`src/logic/unused_placeholder_none.sv`:
```
// Intentionally empty design note file
`timescale 1ns/1ps
`default_nettype none
`default_nettype wire

```
`src/logic/cadc_pkg.sv`:
```
// Constants and helpers shared by the channel configuration block
//
// Summary of operation
// - Span codes 101 to 111 select low ranges
// - Input select routes one node pair
// - Function write overwrites converter input select
// - Count rising edges, falling when inverted
// - Edge count readable in counter register
// - Invert comparator output before debounce
// - Comparator enable; function write may rewrite
// - Sink range bit selects step size
// - Five-bit sink code; zero turns off
// - Function write clears sink current code
// - Mode zero integrates up and down
// - Mode one counts up, clears on deassert
// - Debounce time field, reset 0xB, zero bypasses
// - Digital config per channel, 0x03 step 12
// - Converter setup per channel, 0x02 step 12
// - Span codes 000 to 100 select high ranges
package cadc_pkg;

  localparam int          NCH           = 4;
  localparam logic [7:0]  CH_STRIDE     = 8'h0c;
  localparam logic [7:0]  ADC_BASE      = 8'h02;
  localparam logic [7:0]  DIN_BASE      = 8'h03;
  localparam logic [7:0]  CNT_BASE      = 8'h30;

  localparam logic [15:0] ADC_RESET     = 16'h0100;
  localparam logic [15:0] DIN_RESET     = 16'h000b;
  localparam logic [15:0] ADC_WMASK     = 16'h0f77;
  localparam logic [15:0] DIN_WMASK     = 16'hffdf;

  // Converter setup fields
  localparam int          RATE_LSB      = 8;
  localparam int          SPAN_LSB      = 4;
  localparam int          INSEL_LSB     = 0;

  // Digital input setup fields
  localparam int          CNT_EN_BIT    = 15;
  localparam int          INV_BIT       = 14;
  localparam int          CMP_EN_BIT    = 13;
  localparam int          SINK_RNG_BIT  = 12;
  localparam int          SINK_LSB      = 7;
  localparam int          DEB_MODE_BIT  = 6;
  localparam int          DEB_TIME_LSB  = 0;

  // Node pair codes for the converter input select
  localparam logic [2:0]  INSEL_LOW_GND = 3'h0;
  localparam logic [2:0]  INSEL_HI_LOW  = 3'h1;

  // Channel function codes that matter here
  localparam logic [3:0]  FN_RESISTANCE = 4'h7;
  localparam logic [3:0]  FN_DIN_LOGIC  = 4'h8;
  localparam logic [3:0]  FN_DIN_LOOP   = 4'h9;

  // One debounce time unit; code 0xB gives about 240 us
  localparam int          CLK_NS        = 100;
  localparam int          DEB_UNIT_NS   = 21818;
  localparam int          DEB_UNIT_CYC  = (DEB_UNIT_NS + CLK_NS - 1) / CLK_NS;

  // Address of a per-channel register
  function automatic logic [7:0] chan_addr(input logic [7:0] base, input int ch);
    chan_addr = base + 8'(ch) * CH_STRIDE;
  endfunction : chan_addr

  // Input select loaded by a channel function write
  function automatic logic [2:0] fn_insel(input logic [3:0] fn);
    fn_insel = (fn == FN_RESISTANCE) ? INSEL_HI_LOW : INSEL_LOW_GND;
  endfunction : fn_insel

  // Comparator enable loaded by a channel function write
  function automatic logic fn_cmp_en(input logic [3:0] fn);
    fn_cmp_en = (fn == FN_DIN_LOGIC) || (fn == FN_DIN_LOOP);
  endfunction : fn_cmp_en

endpackage : cadc_pkg

```
`src/logic/cadc_channel_config.sv`:
```
// Per-channel converter and digital input configuration with edge counters
`timescale 1ns/1ps
`default_nettype none
module cadc_channel_config #(
  parameter int UNIT_CYC = cadc_pkg::DEB_UNIT_CYC
) (
  // Clock and synchronous reset
  input  wire logic                         MCLK,
  input  wire logic                         SYS_RST,
  // Register port
  input  wire logic                         REG_WR,
  input  wire logic                         REG_RD,
  input  wire logic [7:0]                   REG_ADDR,
  input  wire logic [15:0]                  REG_WDATA,
  output var  logic [15:0]                  REG_RDATA,
  // Notice of a channel function write
  input  wire logic                         FUNC_WR,
  input  wire logic [1:0]                   FUNC_CH,
  input  wire logic [3:0]                   FUNC_CODE,
  // Raw comparator outputs, not yet synchronised
  input  wire logic [cadc_pkg::NCH-1:0]     COMP_RAW,
  // Configuration fields and filtered levels
  output var  logic [3*cadc_pkg::NCH-1:0]   CONV_SPAN,
  output var  logic [3*cadc_pkg::NCH-1:0]   CONV_INPUT_SEL,
  output var  logic [4*cadc_pkg::NCH-1:0]   CONV_RATE,
  output var  logic [cadc_pkg::NCH-1:0]     COMP_EN,
  output var  logic [cadc_pkg::NCH-1:0]     SINK_RANGE,
  output var  logic [5*cadc_pkg::NCH-1:0]   SINK_CODE,
  output var  logic [cadc_pkg::NCH-1:0]     DIN_LEVEL
);
  import cadc_pkg::*;

  // Register state per channel
  logic [15:0]     adc_reg   [NCH];
  logic [15:0]     adc_next  [NCH];
  logic [15:0]     din_reg   [NCH];
  logic [15:0]     din_next  [NCH];
  logic [15:0]     cnt_reg   [NCH];
  logic [15:0]     cnt_next  [NCH];

  // Level tracking, synchroniser and filter connections
  logic [NCH-1:0]  prev_reg,  prev_next;
  logic [NCH-1:0]  lvl_reg,   lvl_next;
  logic [NCH-1:0]  s1_reg,    s2_reg;
  logic [NCH-1:0]  deb_out;
  logic [NCH-1:0]  deb_in;

  // Read data and debounce time unit divider
  logic [15:0]     rd_reg,    rd_next;
  logic [15:0]     div_reg,   div_next;
  logic            tick_reg,  tick_next;

  // Two-stage synchroniser for the comparator outputs
  // Only the second stage is read; the first may still be settling
  always_ff @(posedge MCLK) begin
    if (SYS_RST) begin
      s1_reg <= '0;
      s2_reg <= '0;
    end else begin
      s1_reg <= COMP_RAW;
      s2_reg <= s1_reg;
    end
  end

  // Debounce time unit divider
  // One divider serves every filter, so all channels share one tick phase
  always_comb begin
    div_next  = div_reg + 16'h0001;
    tick_next = 1'b0;
    if (div_reg >= 16'(UNIT_CYC - 1)) begin
      div_next  = 16'h0000;
      tick_next = 1'b1;
    end
  end

  // Divider registers
  always_ff @(posedge MCLK) begin
    if (SYS_RST) begin
      div_reg  <= 16'h0000;
      tick_reg <= 1'b0;
    end else begin
      div_reg  <= div_next;
      tick_reg <= tick_next;
    end
  end

  // Debounce filters, fed with the optionally inverted comparator output
  // Inversion sits before the filter, so the edge counter sees the inverted level
  for (genvar g = 0; g < NCH; g++) begin : g_deb
    assign deb_in[g] = s2_reg[g] ^ din_reg[g][INV_BIT];
    cadc_debounce u_deb (
      .clk       (MCLK),
      .rst       (SYS_RST),
      .unit_tick (tick_reg),
      .din       (deb_in[g]),
      .mode      (din_reg[g][DEB_MODE_BIT]),
      .limit     (din_reg[g][DEB_TIME_LSB +: 5]),
      .dout      (deb_out[g])
    );
  end

  // Configuration registers; the function write is applied after the bus
  // write so it wins on the fields it reloads, while the rest of a
  // same-cycle bus write still lands
  always_comb begin
    for (int c = 0; c < NCH; c++) begin
      adc_next[c] = adc_reg[c];
      din_next[c] = din_reg[c];
      if (REG_WR && REG_ADDR == chan_addr(ADC_BASE, c)) begin
        adc_next[c] = REG_WDATA & ADC_WMASK;
      end else if (REG_WR && REG_ADDR == chan_addr(DIN_BASE, c)) begin
        din_next[c] = REG_WDATA & DIN_WMASK;
      end
      if (FUNC_WR && FUNC_CH == 2'(c)) begin
        adc_next[c][INSEL_LSB +: 3] = fn_insel(FUNC_CODE);
        din_next[c][CMP_EN_BIT]     = fn_cmp_en(FUNC_CODE);
        din_next[c][SINK_LSB +: 5]  = 5'h00;
      end
    end
  end

  always_ff @(posedge MCLK) begin
    if (SYS_RST) begin
      for (int c = 0; c < NCH; c++) begin
        adc_reg[c] <= ADC_RESET;
        din_reg[c] <= DIN_RESET;
      end
    end else begin
      for (int c = 0; c < NCH; c++) begin
        adc_reg[c] <= adc_next[c];
        din_reg[c] <= din_next[c];
      end
    end
  end

  // Edge counters on the filtered level; they wrap at 16 bits and only
  // reset clears them. The previous level resets low like the filter
  // output, so no false edge is counted after reset.
  always_comb begin
    prev_next = deb_out;
    for (int c = 0; c < NCH; c++) begin
      cnt_next[c] = cnt_reg[c];
      if (din_reg[c][CNT_EN_BIT]) begin
        if (din_reg[c][INV_BIT] ? (prev_reg[c] && !deb_out[c])
                                : (!prev_reg[c] && deb_out[c])) begin
          cnt_next[c] = cnt_reg[c] + 16'h0001;
        end
      end
    end
  end

  always_ff @(posedge MCLK) begin
    if (SYS_RST) begin
      for (int c = 0; c < NCH; c++) begin
        cnt_reg[c] <= 16'h0000;
      end
      prev_reg <= '0;
    end else begin
      for (int c = 0; c < NCH; c++) begin
        cnt_reg[c] <= cnt_next[c];
      end
      prev_reg <= prev_next;
    end
  end

  // Registered copy of the filtered level that drives the level pins
  always_comb begin
    lvl_next = deb_out;
  end

  always_ff @(posedge MCLK) begin
    if (SYS_RST) begin
      lvl_reg <= '0;
    end else begin
      lvl_reg <= lvl_next;
    end
  end

  // Read data, one cycle after the read strobe; unmapped reads zero
  // A read in the same cycle as a write returns the old value
  always_comb begin
    rd_next = rd_reg;
    if (REG_RD) begin
      rd_next = 16'h0000;
      for (int c = 0; c < NCH; c++) begin
        if (REG_ADDR == chan_addr(ADC_BASE, c)) begin
          rd_next = adc_reg[c];
        end else if (REG_ADDR == chan_addr(DIN_BASE, c)) begin
          rd_next = din_reg[c];
        end else if (REG_ADDR == CNT_BASE + 8'(c)) begin
          rd_next = cnt_reg[c];
        end
      end
    end
  end

  // Read data register, held until the next read strobe
  always_ff @(posedge MCLK) begin
    if (SYS_RST) begin
      rd_reg <= 16'h0000;
    end else begin
      rd_reg <= rd_next;
    end
  end

  // Outputs straight from the configuration flip-flops
  // Each field is a plain slice of register bits, with no logic in between
  always_comb begin
    for (int c = 0; c < NCH; c++) begin
      CONV_SPAN[3*c +: 3]      = adc_reg[c][SPAN_LSB +: 3];
      CONV_INPUT_SEL[3*c +: 3] = adc_reg[c][INSEL_LSB +: 3];
      CONV_RATE[4*c +: 4]      = adc_reg[c][RATE_LSB +: 4];
      COMP_EN[c]               = din_reg[c][CMP_EN_BIT];
      SINK_RANGE[c]            = din_reg[c][SINK_RNG_BIT];
      SINK_CODE[5*c +: 5]      = din_reg[c][SINK_LSB +: 5];
    end
  end

  // Level and read data pins
  assign DIN_LEVEL = lvl_reg;
  assign REG_RDATA = rd_reg;
endmodule : cadc_channel_config
`default_nettype wire

```
`src/logic/cadc_debounce.sv`:
```
// Debounce filter for one digital input channel
`timescale 1ns/1ps
`default_nettype none
module cadc_debounce (
  input  wire logic       clk,
  input  wire logic       rst,
  input  wire logic       unit_tick,
  input  wire logic       din,
  input  wire logic       mode,
  input  wire logic [4:0] limit,
  output var  logic       dout
);
  logic [4:0] cnt_reg,  cnt_next;
  logic       out_reg,  out_next;

  // Counter and output level update
  always_comb begin
    cnt_next = cnt_reg;
    out_next = out_reg;
    if (limit == 5'h00) begin
      cnt_next = 5'h00;
      out_next = din;
    end else if (mode && !din) begin
      cnt_next = 5'h00;
      out_next = 1'b0;
    end else if (unit_tick) begin
      if (din && cnt_reg < limit) begin
        cnt_next = cnt_reg + 5'h01;
      end else if (!din && cnt_reg != 5'h00) begin
        cnt_next = cnt_reg - 5'h01;
      end
      if (din && cnt_next >= limit) begin
        out_next = 1'b1;
      end else if (!din && cnt_next == 5'h00) begin
        out_next = 1'b0;
      end
    end
  end

  // State registers
  always_ff @(posedge clk) begin
    if (rst) begin
      cnt_reg <= 5'h00;
      out_reg <= 1'b0;
    end else begin
      cnt_reg <= cnt_next;
      out_reg <= out_next;
    end
  end

  assign dout = out_reg;
endmodule : cadc_debounce
`default_nettype wire

```
`config.mk`:
```
export PLATFORM = sky130hd
export DESIGN_NAME = cadc_channel_config
export DESIGN_NICKNAME = d
export VERILOG_FILES = /design/src/logic/unused_placeholder_none.sv /design/src/logic/cadc_pkg.sv /design/src/logic/cadc_channel_config.sv /design/src/logic/cadc_debounce.sv
export SDC_FILE = /design/constraint.sdc
export NUM_CORES = 1
export LEC_CHECK = 0
export ABC_AREA = 1
export BUFFER_PORTS_ARGS = -buffer_cell sky130_fd_sc_hd__buf_2
export CORE_UTILIZATION = 41
export CTS_CLUSTER_SIZE = 8
export DETAILED_ROUTE_END_ITERATION = 6
export HOLD_SLACK_MARGIN = 0.02
export SYNTH_ARGS = -nofsm -noshare
export SYNTH_HDL_FRONTEND = slang
export SYNTH_SLANG_ARGS = --single-unit
```
`constraint.sdc`:
```
create_clock -name MCLK -period 2.8 [get_ports MCLK]
set_input_delay 0.56 -clock MCLK [delete_from_list [all_inputs] [get_ports MCLK]]
set_output_delay 0.56 -clock MCLK [all_outputs]
set_load 0.005 [all_outputs]
```
## Yosys cells after proc, flatten, opt, wreduce, memory -nomap -nowiden

Memories as Yosys holds them, arrays and structs flattened.
Index checks and enable logic that the tools add are counted.

| word-level totals | value |
|---|---|
| bits in writable memories | 192 |
| input bits | 39 |
| output and inout bits | 88 |
| bits in read-only memories | 0 |
| word-level logic and storage cells | 261 |
| memories kept | 3 |
| register bits after elaboration | 69 |
| latch bits | 0 |

Memories:

| memory | words | width | read ports | clocked after memory_dff | write ports | line | RTL |
|---|---|---|---|---|---|---|---|
| adc_reg | 4 | 16 | 4 | 0 | 4 | cadc_channel_config.sv:34 | `logic [15:0] adc_reg [NCH];` |
| cnt_reg | 4 | 16 | 4 | 0 | 4 | cadc_channel_config.sv:38 | `logic [15:0] cnt_reg [NCH];` |
| din_reg | 4 | 16 | 4 | 0 | 4 | cadc_channel_config.sv:36 | `logic [15:0] din_reg [NCH];` |

| operators by class | value |
|---|---|
| add/sub/neg operators | 13 |
| reductions and logical operators | 83 |
| $lt $le $gt $ge | 9 |
| multiplexer cells | 105 |
| $mul | 0 |
| bitwise gates (word level) | 16 |
| equal/unequal tests | 18 |
| shift-type cells | 0 |
| divide/modulo/power cells | 0 |

Operators with widths:

| operator | number |
|---|---|
| $mux W16 | 44 |
| $mux W5 | 24 |
| $add A16 B1 Y16 const B | 5 |
| $eq A8 B6 Y1 const B | 6 |
| $logic_and A1 B1 Y1 | 40 |
| $logic_not A5 Y1 | 8 |
| $mux W1 | 33 |
| $add A5 B1 Y5 const B | 4 |
| $ge A5 B5 Y1 | 4 |
| $lt A5 B5 Y1 | 4 |
| $reduce_bool A5 Y1 | 4 |
| $sub A5 B1 Y5 const B | 4 |
| $eq A8 B2 Y1 const B | 2 |
| $eq A8 B4 Y1 const B | 2 |
| $eq A8 B5 Y1 const B | 2 |
| $ge A16 B8 Y1 const B | 1 |
| $reduce_bool A4 Y1 | 4 |
| $logic_not A1 Y1 | 12 |
| $mux W3 | 4 |
| $or A1 B1 Y1 | 12 |
| $reduce_bool A3 Y1 | 4 |
| $reduce_or A3 Y1 | 4 |
| $eq A4 B4 Y1 const B | 2 |
| $reduce_and A2 Y1 | 4 |
| other kinds (7) | 11 |

## Longest topological paths before layout

| depth | value |
|---|---|
| word-level depth | 15 |
| gate-level depth with buffers | 23 |

## Modules after synthesis

From an unflattened synthesis, not the netlist that was laid out.

| second synthesis, totals | value |
|---|---|
| cells, all modules | 1,823 |
| area total of the unflattened synthesis | 12,801.0 um^2 |

Modules (own cells, without submodules):

| module | cells each | instances | seq. area each (um^2) | area each (um^2) |
|---|---|---|---|---|
| cadc_channel_config | 1,298 | 1 | 4,184.0 | 9,605.5 |
| cadc_debounce (g_deb[0].u_deb ...) | 131 | 3 | 120.1 | 792.0 |
| cadc_debounce (g_deb[3].u_deb) | 132 | 1 | 120.1 | 819.5 |

## Worst setup path after synthesis

Ideal clock, no wire load.

| timing path | value |
|---|---|
| path type | register to register |
| start | register g_deb[0].u_deb.cnt_reg[2] |
| end | register g_deb[0].u_deb.out_reg |
| data arrival time | 2.546 ns |
| required time | 2.685 ns |
| setup slack | 0.139 ns |
| library setup time | 0.115 ns |
| stages on the path, launching flop included | 19 |
| cells stage by stage | dfxtp_1 ha_1 a21oi_1 o21a_1 nand3_1 o21ai_0 inv_1 ha_1 o21ai_0 nand2_1 nand2_1 nand2_1 a21oi_1 nor2_1 o21ai_0 o21a_1 nand3_1 nand2_1 nor2_1 |

| between the ends | value |
|---|---|
| cells in the longest elaborated chain, start to end | 13 |
| elaborated cells between the ends (all ways) | 21 |
| classes of those cells | add/sub (2); order compare (2); mux (9); reduce/logical (8) |

Ends and longest elaborated chain:

| item | line | RTL |
|---|---|---|
| start, declared | cadc_debounce.sv:13 | `logic [4:0] cnt_reg, cnt_next;` |
| start signal, assigned | cadc_debounce.sv:46 | `cnt_reg <= cnt_next;` |
| branches (longest 3 deep; another with $sub A5 B1 Y5) | -- |  |
| $mux W5 (*) | cadc_debounce.sv:27 | `if (din && cnt_reg < limit) begin` |
| $mux W5 (*) | cadc_debounce.sv:26 | `end else if (unit_tick) begin` |
| $mux W5 (*) | cadc_debounce.sv:23 | `end else if (mode && !din) begin` |
| $mux W5 (*) | cadc_debounce.sv:20 | `if (limit == 5'h00) begin` |
| $ge A5 B5 Y1 | cadc_debounce.sv:32 | `if (din && cnt_next >= limit) begin` |
| $logic_and A1 B1 Y1 | cadc_debounce.sv:32 |  |
| $mux W1 | cadc_debounce.sv:32 |  |
| $mux W1 | cadc_debounce.sv:26 |  |
| $mux W1 | cadc_debounce.sv:23 |  |
| $mux W1 | cadc_debounce.sv:20 |  |
| end signal, assigned | cadc_debounce.sv:47 | `out_reg <= out_next;` |
| end, declared | cadc_debounce.sv:14 | `logic out_reg, out_next;` |

Every way passes the cells marked *. The select of a mux whose other input is x is not followed.
A chain may end at the register's enable or synchronous reset.

==> results by group <==
GRT
  – First-pass GRT wire length: 62.6 mm
  – Global route total overflow: 0
  – Number of antenna violations at the first check in global routing: 2
  – Combined global-route utilization of all metal layers: 26.1%
  – Vias in the first global route: 11400
  – Maximum number of pins on one net before global-route repair: 34

Final layout
  – Cell area after layout: 15300 µm²
  – Post-layout utilization of the core: 51.5%
  – Area delta synth->final: 23.5%
  – Number of flip-flops under the largest register name: 64
  – Filler cell count in the final layout: 3013
  – Most common library cell in the layout ignoring fill and taps: nand2_1
  – Commonest cells after routing, fill and taps aside: nand2_1, inv_1, dfxtp_1, a21oi_1, o21ai_0
  – Proportion of layout cells with a drive suffix above 1: 21.0%
  – # nets final: 2031

Synthesis
  – Register bit total from synthesis: 233
  – Count of flip-flops with a built-in enable after synthesis: 0
  – Fraction of synthesis flops using an asynchronous set or reset pin: 0%
  – Cell variety after synth: 53
  – Parity-gate share of the synthesized area counting xor and xnor cells: 2.59%
  – Multiplexer fraction of the synthesized cell area: 0.0911%
  – Summed instance area of the synthesized netlist: 12400 µm²
  – Mean post-synth cell area: 7.08 µm²
  – Syn. warnings: 0
  – Cells taking the most area after synthesis: dfxtp_1, nand2_1, inv_1
  – Dominant synthesized flop cell: dfxtp_1
  – Synthesized instance count: 1746
  – Adder and majority cell fraction of the synthesized area: 5.06%
  – Simple logic cell fraction of the synthesized area: 23.7%
  – Portion of synthesized cell area occupied by the leading cell type: 37.7%
  – Compound-Gate Fraction of Synth Area: 19.8%
  – Main combinational cell family by area after synthesis: simple AND/OR/NAND/NOR gates
  – Library cell with the largest summed area after synthesis: dfxtp_1
  – Sequential cell area fraction in the yosys report: 37.7%

Drt
  – Vias per cell: 5.34
  – Number of remaining DRC errors: 0
  – Aggregate routed wire length: 41.6 mm
  – First-pass iteration count of the detailed router: 6
  – Routed vias: 12500
  – ANT nets after route: 0
  – Routed len/inst: 17.8 µm
  – Iter 0 DRT Violations: 1128

Placed design
  – Placer congestion estimate: 0.917
  – Worst setup timing slack at the placement stage: -0.0507 ns
  – Port bufs: 126
  – Final HPWL DP: 31.2 mm
  – Placement Cell Area: 13700 µm²

Timing
  – Period utilization: 95.0%
  – Transition at the pin with the smallest max-transition slack: 0.723 ns
  – Relative slew slack: 51.3%
  – Clk_skew: 0.0161 ns
  – Minimum period implied by the final worst setup slack: 2.66 ns
  – Final count of negative-setup-slack endpoints: 0
  – Max-slew violation total from the final report: 0
  – Total count of hold-check failures in the final report: 0
  – Highest Clock Rate: 376 MHz
  – Final setup margin: 0.141 ns
  – Setup repair after global routing missed its margin: true

Worst setup path
  – Type of origin of the critical path: flop
  – Arrival @ worst endpoint: 3.05 ns
  – Biggest fanout along the worst timing path: 5
  – Reg-to-Reg End: g_deb[2].u_deb.dout$_SDFFE_PP0P_
  – Slack of the worst reg-to-reg path: 0.14 ns
  – Last element of the critical path: g_deb[2].u_deb.dout$_SDFFE_PP0P_
  – Cell count of the worst reg-to-reg path: 17
  – Required time of the worst setup path: 3.19 ns
  – Timing startpoint of the critical path: din_reg[2][2]$_SDFFE_PP0P_
  – Critical setup path kind: reg -> reg
  – Sort of element at the end of the critical path: flop
  – R2r startpoint: din_reg[2][2]$_SDFFE_PP0P_

Clock tree
  – Root buffer selected by CTS: clkbuf_16
  – CTS tree: done
  – Sink Count: 233
  – CTS Buffer Depth: 3
  – Hold-fix buffers, CTS: 0
  – Worst-path clk slew: 0.05 ns
  – Clock latency of the later-clocked register in the worst-skew pair: 0.51 ns
  – Count of H-tree levels built during CTS: 2
  – Total clock buffers created by CTS: 35

Die
  – I/O pin count: 127
  – Num rows: 63
  – Die Height: 176 µm
  – Effective utilization at floorplan: 41.7%
  – Area of the die: 30900 µm²
  – Core ar.: 29600 µm²
  – Die width: 176 µm

Run
  – Max-cap violation count: 0

Power
  – Design Power: 8.52 mW
  – Maximum vdd drop: 0.345 mV
  – Pwr/cell area: 558 nW/µm²
  – Leakage Power: 6.70 nW

Min path
  – Min-Delay Path Class: in -> reg

Status
  – Status: finished clean
[metrics by stage]
step	hold slack [ns]	TNS, ns	instances
after detailed placement	0.399	-0.0546	2277
after CTS	0.252	0	2318
final	0.257	0	2338
after global placement	0.395	0	2277
after floorplan	0.388	0	1753
after global routing	0.262	-0.173	2338
[worst min path at each step]
stage	startpoint	cells past startpoint	endpoint	slack [ns]
after global routing	COMP_RAW[2]	3	s1_reg[2]$_SDFF_PP0_	0.26
after global placement	s1_reg[0]$_SDFF_PP0_	2	s2_reg[0]$_SDFF_PP0_	0.40
after detailed placement	s1_reg[0]$_SDFF_PP0_	2	s2_reg[0]$_SDFF_PP0_	0.40
after CTS	COMP_RAW[0]	3	s1_reg[0]$_SDFF_PP0_	0.25
final	COMP_RAW[3]	3	s1_reg[3]$_SDFF_PP0_	0.26
after floorplan	s1_reg[0]$_SDFF_PP0_	2	s2_reg[0]$_SDFF_PP0_	0.39
[layer usage]
metal	vias up	global-route usage (%)	routed length, µm
met2	463	42.7	19400
met1	5773	34.8	18300
met5	-	0	0
li1	6167	-	-
met4	0	10.3	1390
met3	85	3.44	2430
[where the power goes]
part / switching (mW) / internal (mW) / total, mW / leakage (nW)
logic: 0.769 / 0.548 / 1.32 / 4.35
registers: 0.0663 / 3.40 / 3.46 / 1.89
clock network: 1.47 / 2.27 / 3.75 / 0.458
total: 2.31 / 6.22 / 8.52 / 6.70
[layout make-up]
class | instances | area, µm² | area share (%)
multi-input combinational | 1194 | 6800 | 44.5
sequential | 233 | 4700 | 30.7
timing repair buffer | 227 | 1400 | 9.14
inverter | 251 | 951 | 6.22
clock buffer | 38 | 908 | 5.95
tap | 390 | 488 | 3.19
clock inverter | 3 | 32.5 | 0.213
antenna | 2 | 5.00 | 0.0328
[synthesized netlist by cell type (2+ instances only)]
cell / number
a221oi_1: 16
nand4_1: 29
clkinv_1: 2
nor3_1: 30
o21ai_0: 168
o21ai_1: 2
nor2_1: 151
nor2_4: 3
or2_2: 2
o22ai_1: 4
clkinv_2: 2
clkbuf_1: 26
nand3_4: 2
nor4_1: 8
nor3b_1: 8
a21oi_1: 175
inv_1: 239
xnor2_1: 8
nor3_2: 5
inv_2: 8
a211oi_1: 10
o211ai_1: 22
o21a_1: 11
nand2_1: 314
nor4_2: 2
nand3_1: 100
buf_2: 17
a31oi_1: 3
nor2_2: 4
dfxtp_1: 233
xnor2_2: 2
buf_1: 4
ha_1: 50
o21bai_1: 11
xor2_1: 23
o221ai_1: 5
buf_4: 29
o2111ai_1: 3
[cell families (layout without fill, tap and decap cells)]
family          Yosys count  after routing
fa+ha+maj                50             50
mux                       1              1
flops                   233            233
simple gates            664            665
buf+inv                 327            519
other cells               1             10
xor+xnor                 34             34
compound gates          436            436
[worst max-delay path, stage by stage (launching register included)]
cell	delay, ns
dfxtp_1	0.34
inv_2	0.06
ha_4	0.26
nand2_1	0.06
nor2_2	0.15
o21ai_4	0.10
nand3_4	0.12
mux2_4	0.33
ha_4	0.27
nand2_1	0.06
o311ai_1	0.27
nand2_1	0.11
o21bai_1	0.13
inv_1	0.05
nand2_1	0.08
nand2_1	0.06
nand2_1	0.06
nor2_1	0.04
[what timing repair did]
item	4_1_cts	5_1_grt
resized for setup	6	127
buffers inserted	0	17
pin swaps	0	57
hold endpoints to repair	0	0
cloned	0	1
setup endpoints to repair	3	4
Note: power is estimated with default switching activity, not from simulation.
